`src/rtl/dpram_host_regs.svh`:
```
// Purpose: Constants for the host-side two-port memory access controller.
// Assumes: 250 MHz clock, 4 ns period; times in ns.
// Notes:   Counts round each least time up to whole clocks.
`ifndef DPRAM_HOST_REGS_SVH
`define DPRAM_HOST_REGS_SVH
`define CLK_PERIOD_NS   4
`define ADDR_W          13
`define DATA_W          8
`define FLAG_SEL_W      3
`define T_AA_NS         70
`define T_AOE_NS        35
`define T_BDD_NS        45
`define T_WP_NS         50
`define T_WZ_NS         30
`define T_DW_NS         40
`define T_AS_NS         0
`define T_WR_NS         0
`define T_HZ_NS         30
`define T_WDD_NS        95
`define T_SWRD_NS       5
`define T_SOP_NS        15
`define CYC_MIN(t)      (((t) + `CLK_PERIOD_NS - 1) / `CLK_PERIOD_NS)
`endif

```
`src/rtl/dpram_host_pkg.sv`:
```
// Purpose: Types for the host-side memory access controller.
// Assumes: Constants come from dpram_host_regs.svh.
// Notes:   One-hot states.
package dpram_host_pkg;
   typedef enum logic [1:0] {
      OP_READ      = 2'h0,
      OP_WRITE     = 2'h1,
      OP_FLAG_RD   = 2'h2,
      OP_FLAG_WR   = 2'h3
   } host_op_e;
   typedef enum logic [5:0] {
      ST_IDLE   = 6'h01,
      ST_SETUP  = 6'h02,
      ST_RDWAIT = 6'h04,
      ST_WRHZ   = 6'h08,
      ST_WRDATA = 6'h10,
      ST_RECOV  = 6'h20
   } host_state_e;
endpackage : dpram_host_pkg

```
`src/rtl/dpram_host.sv`:
```
// Purpose: Host controller driving one port of a two-port memory with flags.
// Assumes: Device pins sampled synchronously; collision input from the device.
// Notes:   Flag writes put the request bit on data bit 0; array reads wait for collision.
//          Each wait ends on the registered timer flag, which lags its load by a
//          cycle; the guards on the load bit keep a stale flag from ending a phase.
//          The collision input is low while the far side arbitrates against us.
`timescale 1ns/1ns
`include "dpram_host_regs.svh"
module dpram_host (
   input  wire logic                     i_clk,
   input  wire logic                     i_rst_n,
   input  wire logic                     i_req,
   input  wire dpram_host_pkg::host_op_e i_op,
   input  wire logic [`ADDR_W-1:0]       i_addr,
   input  wire logic [`DATA_W-1:0]       i_wdata,
   input  wire logic                     i_oe_during_wr,
   output logic                          o_ready,
   output logic                          o_done,
   output logic [`DATA_W-1:0]            o_rdata,
   output logic                          o_ce_n,
   output logic                          o_flag_space_select_n,
   output logic                          o_rw_n,
   output logic                          o_oe_n,
   output logic [`ADDR_W-1:0]            o_addr,
   output logic [`DATA_W-1:0]            o_dq_out,
   output logic                          o_dq_oe,
   input  wire logic [`DATA_W-1:0]       i_dq_in,
   input  wire logic                     i_busy_n
);
   import dpram_host_pkg::*;

   // Wait phases in cycles, least times rounded up, never below one
   // One spare cycle each, as the far side sees our pins a clock late
   localparam logic [7:0] CYC_RD  = 8'(`CYC_MIN(`T_AA_NS) + 1);
   localparam logic [7:0] CYC_BDD = 8'(`CYC_MIN(`T_BDD_NS) + 1);
   localparam logic [7:0] CYC_WZ  = 8'(`CYC_MIN(`T_WZ_NS) + 1);
   localparam logic [7:0] CYC_DW  = 8'(`CYC_MIN(`T_DW_NS) + 1);
   localparam logic [7:0] CYC_WP  = 8'(`CYC_MIN(`T_WP_NS) + 1);
   localparam logic [7:0] CYC_REC = 8'(`CYC_MIN(`T_HZ_NS) + `CYC_MIN(`T_SWRD_NS) + 1);

   // Whole controller state in one register; every pin and the timer load
   // come straight out of it, so no output passes through gates
   typedef struct packed {
      host_state_e             st;
      host_op_e                op;
      logic                    oe_wr;
      logic                    busy_seen;
      logic                    ready;
      logic                    done;
      logic [`DATA_W-1:0]      rdata;
      logic                    ce_n;
      logic                    fss_n;
      logic                    rw_n;
      logic                    oe_n;
      logic [`ADDR_W-1:0]      addr;
      logic [`DATA_W-1:0]      dq;
      logic                    dq_oe;
      logic                    tload;
      logic [7:0]              tcount;
   } host_s;

   host_s state_ff;
   host_s nxt_state;
   logic  t_done;

   // Operation is a flag-space access
   function automatic logic is_flag(input host_op_e op);
      is_flag = (op == OP_FLAG_RD) || (op == OP_FLAG_WR);
   endfunction : is_flag

   // Operation writes
   function automatic logic is_write(input host_op_e op);
      is_write = (op == OP_WRITE) || (op == OP_FLAG_WR);
   endfunction : is_write

   // Shared wait timer; its done flag is stale in the cycle after a load
   cycle_timer u_timer (
      .i_clk   (i_clk),
      .i_rst_n (i_rst_n),
      .i_load  (state_ff.tload),
      .i_count (state_ff.tcount),
      .o_done  (t_done)
   );

   // Access sequencer
   always_comb begin
      // Hold everything; pulses and the timer load default low
      nxt_state        = state_ff;
      nxt_state.done   = 1'b0;
      nxt_state.tload  = 1'b0;
      nxt_state.tcount = 8'h00;
      unique case (state_ff.st)
         ST_IDLE: begin
            if (i_req) begin
               // Freeze op, address and data for the whole access
               nxt_state.op        = i_op;
               nxt_state.oe_wr     = i_oe_during_wr;
               nxt_state.ready     = 1'b0;
               nxt_state.busy_seen = 1'b0;
               // Address moves only while both strobes are high
               nxt_state.addr      = is_flag(i_op) ?
                  {{(`ADDR_W-`FLAG_SEL_W){1'b0}}, i_addr[`FLAG_SEL_W-1:0]} : i_addr;
               // Flag bit 0 carries request (0) or release (1)
               nxt_state.dq        = is_flag(i_op) ? {{(`DATA_W-1){1'b0}}, i_wdata[0]}
                                                   : i_wdata;
               nxt_state.st        = ST_SETUP;
            end
         end

         ST_SETUP: begin
            // Select pair: array is ce low/flag high, flags the reverse
            // Never both selects low at once
            nxt_state.ce_n  = is_flag(state_ff.op);
            nxt_state.fss_n = !is_flag(state_ff.op);
            if (is_write(state_ff.op)) begin
               // Write strobe falls with select, so device pins stay off
               nxt_state.rw_n   = 1'b0;
               nxt_state.oe_n   = !state_ff.oe_wr;
               nxt_state.tload  = 1'b1;
               nxt_state.tcount = state_ff.oe_wr ? CYC_WZ : 8'h01;
               nxt_state.st     = ST_WRHZ;
            end else begin
               // Read: enable falls with the select, then wait out the access
               nxt_state.oe_n   = 1'b0;
               nxt_state.tload  = 1'b1;
               nxt_state.tcount = CYC_RD;
               nxt_state.st     = ST_RDWAIT;
            end
         end

         ST_RDWAIT: begin
            // Collision on a read adds the release time
            // Flag reads never wait on the collision input
            if (!i_busy_n && !is_flag(state_ff.op)) begin
               nxt_state.busy_seen = 1'b1;
            end
            // Collision gone: restart the wait with the release time
            if (state_ff.busy_seen && i_busy_n && !state_ff.tload) begin
               nxt_state.busy_seen = 1'b0;
               nxt_state.tload     = 1'b1;
               nxt_state.tcount    = CYC_BDD;
            end else if (t_done && !state_ff.tload && !state_ff.busy_seen
                         && (i_busy_n || is_flag(state_ff.op))) begin
               // Address, select and enable times have elapsed, or only the release time after a collision cleared
               nxt_state.rdata  = i_dq_in;
               nxt_state.ce_n   = 1'b1;
               nxt_state.fss_n  = 1'b1;
               nxt_state.oe_n   = 1'b1;
               nxt_state.tload  = 1'b1;
               nxt_state.tcount = CYC_REC;
               nxt_state.st     = ST_RECOV;
            end
         end

         ST_WRHZ: begin
            // Without output enable low the wait is a single cycle
            // Data drive starts only once the device drivers are off
            if (t_done && !state_ff.tload) begin
               nxt_state.dq_oe  = 1'b1;
               nxt_state.tload  = 1'b1;
               nxt_state.tcount = (CYC_DW > CYC_WP) ? CYC_DW : CYC_WP;
               nxt_state.st     = ST_WRDATA;
            end
         end

         ST_WRDATA: begin
            // Selects and address stay put through the strobe
            if (t_done && !state_ff.tload) begin
               // Strobe, selects and enable all rise on one edge
               nxt_state.rw_n   = 1'b1;
               nxt_state.ce_n   = 1'b1;
               nxt_state.fss_n  = 1'b1;
               nxt_state.oe_n   = 1'b1;
               nxt_state.tload  = 1'b1;
               nxt_state.tcount = CYC_REC;
               nxt_state.st     = ST_RECOV;
            end
         end

         ST_RECOV: begin
            // Release data after strobes rise; space out flag write and read
            nxt_state.dq_oe = 1'b0;
            if (t_done && !state_ff.tload) begin
               nxt_state.done  = 1'b1;
               nxt_state.ready = 1'b1;
               nxt_state.st    = ST_IDLE;
            end
         end

         default: begin
            // Illegal one-hot code: back to idle
            nxt_state.st = ST_IDLE;
         end
      endcase
   end

   // State register
   // Synchronous reset; the wait timer resets alongside
   always_ff @(posedge i_clk) begin
      if (!i_rst_n) begin
         // Park every strobe high and the data drivers off
         state_ff <= '{st: ST_IDLE, op: OP_READ, oe_wr: 1'b0, busy_seen: 1'b0,
                       ready: 1'b1, done: 1'b0, rdata: '0, ce_n: 1'b1,
                       fss_n: 1'b1, rw_n: 1'b1, oe_n: 1'b1, addr: '0, dq: '0,
                       dq_oe: 1'b0, tload: 1'b0, tcount: 8'h00};
      end else begin
         state_ff <= nxt_state;
      end
   end

   // Outputs straight from the state register
   assign o_ready               = state_ff.ready;
   assign o_done                = state_ff.done;
   assign o_rdata               = state_ff.rdata;
   assign o_ce_n                = state_ff.ce_n;
   assign o_flag_space_select_n = state_ff.fss_n;
   assign o_rw_n                = state_ff.rw_n;
   assign o_oe_n                = state_ff.oe_n;
   assign o_addr                = state_ff.addr;

   // Data pins: o_dq_oe high while this side drives o_dq_out
   assign o_dq_out              = state_ff.dq;
   assign o_dq_oe               = state_ff.dq_oe;
endmodule : dpram_host

```
`src/rtl/cycle_timer.sv`:
```
// Purpose: Loadable down counter giving wait phases in whole cycles.
// Assumes: Load wins over counting.
// Notes:   o_done is registered and high while the count is zero.
`timescale 1ns/1ns
module cycle_timer (
   input  wire logic       i_clk,
   input  wire logic       i_rst_n,
   input  wire logic       i_load,
   input  wire logic [7:0] i_count,
   output logic            o_done
);
   typedef struct packed {
      logic [7:0] cnt;
      logic       done;
   } timer_s;
   timer_s state_ff;
   timer_s nxt_state;

   // Load or count down toward zero
   always_comb begin
      nxt_state = state_ff;
      if (i_load) begin
         nxt_state.cnt  = i_count;
         nxt_state.done = (i_count == 8'h00);
      end else if (state_ff.cnt != 8'h00) begin
         nxt_state.cnt  = state_ff.cnt - 8'h01;
         nxt_state.done = (state_ff.cnt == 8'h01);
      end
   end

   // State register
   always_ff @(posedge i_clk) begin
      if (!i_rst_n) begin
         state_ff <= '{cnt: 8'h00, done: 1'b1};
      end else begin
         state_ff <= nxt_state;
      end
   end

   assign o_done = state_ff.done;
endmodule : cycle_timer

```
`config.mk`:
```
export PLATFORM = sky130hd
export DESIGN_NAME = dpram_host
export DESIGN_NICKNAME = d
export VERILOG_FILES = /design/src/rtl/dpram_host_pkg.sv /design/src/rtl/dpram_host.sv /design/src/rtl/cycle_timer.sv
export VERILOG_INCLUDE_DIRS = /design/src /design/src/rtl
export SDC_FILE = /design/constraint.sdc
export NUM_CORES = 1
export LEC_CHECK = 0
export CAP_MARGIN = 20
export CORE_ASPECT_RATIO = 0.75
export CORE_MARGIN = 2
export CORE_UTILIZATION = 35
export DETAILED_ROUTE_END_ITERATION = 7
export DONT_BUFFER_PORTS = 1
export GPL_ROUTABILITY_DRIVEN = 0
export SLEW_MARGIN = 10
export SYNTH_ARGS = -nofsm -noshare
export SYNTH_HDL_FRONTEND = slang
export SYNTH_SLANG_ARGS = --single-unit
```
`constraint.sdc`:
```
create_clock -name i_clk -period 2.45 [get_ports i_clk]
set_input_delay 0 -clock i_clk [delete_from_list [all_inputs] [get_ports i_clk]]
set_output_delay 0 -clock i_clk [all_outputs]
set_load 0.03 [all_outputs]
```
=== Yosys cells after proc, flatten, opt, wreduce, memory -nomap -nowiden ===
Index checks and enable logic that the tools add are counted.

* Flip-flop bits (word level): 64
* Input port bits: 36
* Output and inout port bits: 36
* Word-level logic and storage cells: 107

* Add/subtract/negate cells: 1
* Equality and inequality tests: 20
* Muxes and demuxes: 35
* Bitwise operators: 1
* Reduce and logical (&&, ||, !) cells: 32

{| class="wikitable"
|+ Operators with widths
! operator !! count
|-
| $mux 9 || 5
|-
| $pmux 6 s6 || 1
|-
| $pmux 9 s4 || 1
|-
| $mux 6 || 5
|-
| $ne 2x2->1 const B || 7
|-
| $mux 13 || 1
|-
| $mux 4 || 3
|-
| $reduce_and 3->1 || 4
|-
| $mux 11 || 1
|-
| $mux 10 || 1
|-
| $reduce_bool 2->1 || 5
|-
| $eq 2x2->1 const B || 4
|-
| $eq 8x1->1 const B || 1
|-
| $logic_not 8->1 || 1
|-
| $mux 8 || 1
|-
| $pmux 1 s2 || 4
|-
| $reduce_bool 8->1 || 1
|-
| $sub 8x1->8 const B || 1
|-
| $eq 6x1->1 const B || 1
|-
| $eq 6x2->1 const B || 1
|-
| $eq 6x3->1 const B || 1
|-
| $eq 6x4->1 const B || 1
|-
| $eq 6x5->1 const B || 1
|-
| $eq 6x6->1 const B || 1
|-
| other kinds (15) || 36
|}

=== Longest topological paths before layout ===
* Word-level depth: 7
* Depth in mapped cells: 6
* Gate-level depth less buffers: 6

=== Cells and area by module ===
From an unflattened synthesis, not the netlist that was laid out.

* Cell total of the unflattened synthesis: 349
* Area, all modules: 2,991.6 um^2

{| class="wikitable"
|+ Modules (own cells, without submodules)
! module !! times used !! cells an instance !! area an instance (um^2) !! sequential area each (um^2)
|-
| dpram_host || 1 || 289 || 2,469.9 || 1,041.0
|-
| cycle_timer || 1 || 60 || 521.8 || 180.2
|}

=== Worst setup path after synthesis ===
OpenSTA, ideal clock, no wires.

* Path kind: reg-to-reg
* Start point: register state_ff[50] in the netlist's numbering
* End point: register state_ff, in the netlist o_ce_n
* Library setup time: 0.125 ns
* Arrival: 1.523 ns
* Required time: 2.325 ns
* Setup slack: 0.802 ns
* Stages on the path, launching flop included: 6
* Buffers on the path: 1
* Clock period less this slack: 1.648 ns
* Cell sequence: dfxtp_1 > buf_4 > or4b_4 > nor2_2 > nor3_1 > o41a_1

* Word-level cells in the longest chain between the ends: 3
* Elaborated cells between the ends (all ways): 9
* Those cells by class: eq/ne (6); mux (1); reduce/logical (2)

{| class="wikitable"
|+ RTL lines
! item !! line !! text
|-
| start: declaration || dpram_host.sv:62 || <nowiki>host_s state_ff;</nowiki>
|-
| start signal: assignment || dpram_host.sv:202 || <nowiki>state_ff <= '{st: ST_IDLE, op: OP_READ, oe_wr: 1'b0, busy_seen: 1'b0,</nowiki>
|-
| start signal: assignment || dpram_host.sv:207 || <nowiki>state_ff <= nxt_state;</nowiki>
|-
| $eq 6x3->1, or another cell as far along || dpram_host.sv:92 || <nowiki>unique case (state_ff.st)</nowiki>
|-
| $ne 2x2->1 (no source line) or $reduce_bool 3->1 (tied branches) || n/a ||
|-
| $reduce_and 4->1 (no source line) || n/a ||
|}

Several ways; a longest one is shown, not always the timed one.
A chain may end at the register's enable or synchronous reset.

=== Final worst setup path ===
* Start point: register state_ff[50] in the netlist's numbering
* End point: register state_ff[49] in the netlist's numbering

* Word-level cells in the longest chain between the ends: 3
* Elaborated cells between the ends (all ways): 14
* Those cells by class: eq/ne (12); mux (1); reduce/logical (1)

{| class="wikitable"
|+ RTL lines
! item !! line
|-
| $eq 6x3->1, or another cell as far along || dpram_host.sv:92
|-
| $ne 2x2->1 (no source line) || n/a
|-
| $reduce_and 6->1 (no source line) || n/a
|}

Several ways; a longest one is shown, not always the timed one.

==> impl_results.md <==
* Peak supply drop at 0.349 mV
* Initial Util at 0.366
* Cell accounting for the most synthesized area: dfxtp_1
* Total gr overflow at 0
* Final Hold Fails at 0
* Vias in the first global route at 2328
* Antenna Cells at 0
* Crit path required time at 2670 ps
* R2r worst-path depth at 5
* Worst Slack Setup Final at 90.3 ps
* Post-synth top area share at 0.415
* Reg2reg end: state_ff[49]
* Crit-path max FO at 12
* Part of the Yosys area used for sequential elements at 0.415
* Design area at 3390 µm²
* Worst hold path class: in2reg
* Area of the mapped netlist at 2940 µm²
* Largest net degree at the start of global routing at 27
* FF-to-FF setup slack at 90 ps
* Dominant cells by area after synthesis: dfxtp_1, buf_4, a21oi_1
* Antenna violations before repair at 0
* Post-synth ARST share at 0
* Pwr Total at 2.75 mW
* Unique masters post-synth at 50
* CTS tree: built
* Row cnt at 28
* Post-CTS Repair Setup Buffers at 0
* Synth warn at 0
* GR Util All Layers at 0.163
* Worst Hold Endpoint: state_ff[45]
* H-Tree Depth at 3
* Post-route ant nets at 0
* Clk slew on worst S/H paths at 70 ps
* Die Area at 9150 µm²
* Via count at 2410
* Fin. max-slew vios at 0
* Max_slew headroom at 0.439
* Fin crit share at 0.963
* Post-Synthesis Cells at 346
* IO Port Bufs at 0
* Worst path cell trace: or4b_4 > or2_1 > nand4_1 > o221ai_1 > dlygate4sd3_1
* Top-count cell post-synth: dfxtp_1
* TNS Setup at 0 ps
* Slowest cell delay on critical path at 600 ps
* Top_reg_cell synth: dfxtp_1
* Number of flops mapped to enable cells by yosys at 0
* Mapped Nets at 384
* Critical Path Start Type: flip-flop
* DIE HEIGHT at 83.4 µm
* CTS Sinks at 61
* Arrival time at the worst endpoint at 2580 ps
* Synth top cells by count: dfxtp_1, nand2_1, a21oi_1
* First-pass GRT wire length at 11.5 mm
* Synthesized flop and latch total at 61
* RR Startpoint: state_ff[50]
* Num CTS Buffers at 9
* Clock root cell: clkbuf_8
* Vias/cell at 5.24
* Clk_skew at 9.41 ps
* Fmax at 424 MHz
* Avg Cell Area, Syn at 8.49 µm²
* Setup WS pre-CTS at 550 ps
* Slowest-stage cell, CP: dlygate4sd3_1
* Crit. End Element: flip-flop
* Final wirelength at 6.98 mm
* PwrDens at 812 nW/µm²
* Residual DRC at 0
* Drt initial violations at 125
* Leak Pwr at 1.19 nW
* Fillers at 788
* Die Wd at 110 µm
* I/O pins at 72
* Drt wl/cell at 15.2 µm
* Worst-case clock buffer depth at 2
* Ratio of cells with drive above 1 in the final layout at 0.0817
* Layout area overhead at 15.3%
* Clock Latency Late Sink at 340 ps
* Tmin final at 2360 ps
* Min-Delay Path Depth at 3
* Dpl cell area at 2810 µm²
* Final setup violation count at 0
* Hold_sp: i_req
* Max cap viols at 0
* Slew at the pin with the worst max-slew slack at 841 ps
* Post-DP HPWL at 4.59 mm
* Initial DRT Pass Iterations at 4
* Core area at 8020 µm²
* Crit path kind: reg2reg
* Status: finished, final reports clean
* RSZ-0062 raised after global routing: no
* Final net count at 388
==> critical path, delay by kind of cell (launching register included) <==
kind,cells,cell delay [ps]
buffers and inverters,1,600
AOI/OAI and AO/OA,1,110
and+or+nand+nor,3,980
DFF,1,560
==> sequential cells by signal (all words and copies together) (netlist names), 8 cells and up <==
signal            flops
state_ff             16
o_rdata               8
o_dq_out              8
o_addr               13
u_timer.state_ff      8
==> repair_timing <==
| item | CTS | global route |
|---|---|---|
| setup endpoints to repair | 0 | 1 |
| hold buffers | 36 | 0 |
| endpoints found under the hold margin | 54 | 0 |
| resized for setup | 0 | 1 |
==> how the worst max path moves through the flow <==
stage | start | end | slack (ps) | depth (start not counted)
after CTS | state_ff[51] | state_ff[49] | 130 | 5
after detailed placement | state_ff[51] | o_rdata[3] | 550 | 5
after global placement | state_ff[50] | state_ff[52] | 610 | 4
after floorplan | state_ff[50] | o_ce_n | 800 | 5
final | state_ff[50] | state_ff[49] | 90 | 5
after global routing | state_ff[50] | state_ff[49] | 10 | 5
==> cell type report <==
class                   count  area [µm²]  share of cell area
multi-input cells         229        1390               0.410
flip-flops and latches     61        1220               0.360
repair buffers             41         398               0.117
clock buffers              13         149              0.0439
well taps                 105         131              0.0388
clock inverters             3        68.8              0.0203
inverters                   8        30.0             0.00886
==> per-layer routing <==
metal  up-vias  share of wire  track usage
met5         -              0            0
met4         0          0.013       0.0449
met3         9          0.093       0.0769
met2        85           0.42        0.225
met1      1115           0.47        0.223
li1       1201              -            -
==> layout by cell type (no fill, tap or decap), types with 2 or more instances in the layout <==
cell            n
clkbuf_1        3
nand3_1         8
or2_2           2
nand3b_1       20
o2111ai_1       2
nor2_1         19
and2_1          3
xnor2_1         3
nor3_1         10
nand2_1        40
nand4_1         4
o311a_1         2
or3_1           2
inv_1           8
mux2i_1         9
and3_1          2
o21ai_0         8
a21oi_1        33
bufinv_16       2
clkbuf_8       10
or4_1           3
a31oi_1         4
buf_4           5
o221ai_1        2
dlygate4sd3_1  36
a211oi_1        2
o211ai_1        4
nor4_2          2
nand2b_1        9
xor2_1          4
dfxtp_1        61
nor4_1          5
o32ai_1         2
ha_1            2
nor2b_1         7
==> per-stage QoR <==
stage | instances | utilization | hold slack, ps
global route | 460 | 0.422 | 29.4
detailed placement | 408 | 0.350 | 89.4
floorplan | 346 | - | 94.8
CTS | 460 | 0.422 | 8.41
finish | 460 | 0.422 | 27.0
global placement | 408 | 0.350 | 87.9
==> where the power goes <==
| part | leakage, nW | internal (mW) | switching [mW] |
|---|---|---|---|
| logic | 0.582 | 0.265 | 0.312 |
| registers | 0.496 | 1.08 | 0.125 |
| clock network | 0.108 | 0.604 | 0.370 |
| total | 1.19 | 1.95 | 0.808 |
==> kinds of logic (layout without fill, tap and decap cells) <==
family,after synthesis,count (layout),share of synthesized area
buffers and inverters,56,65,0.113
and+or+nand+nor,144,144,0.267
xor gates and xnor gates,7,7,0.0209
AOI/OAI and AO/OA,66,66,0.140
adders and majority gates,2,2,0.00851
DFF,61,61,0.415
muxes,10,10,0.0345
Power figures use the tool's default switching activity.
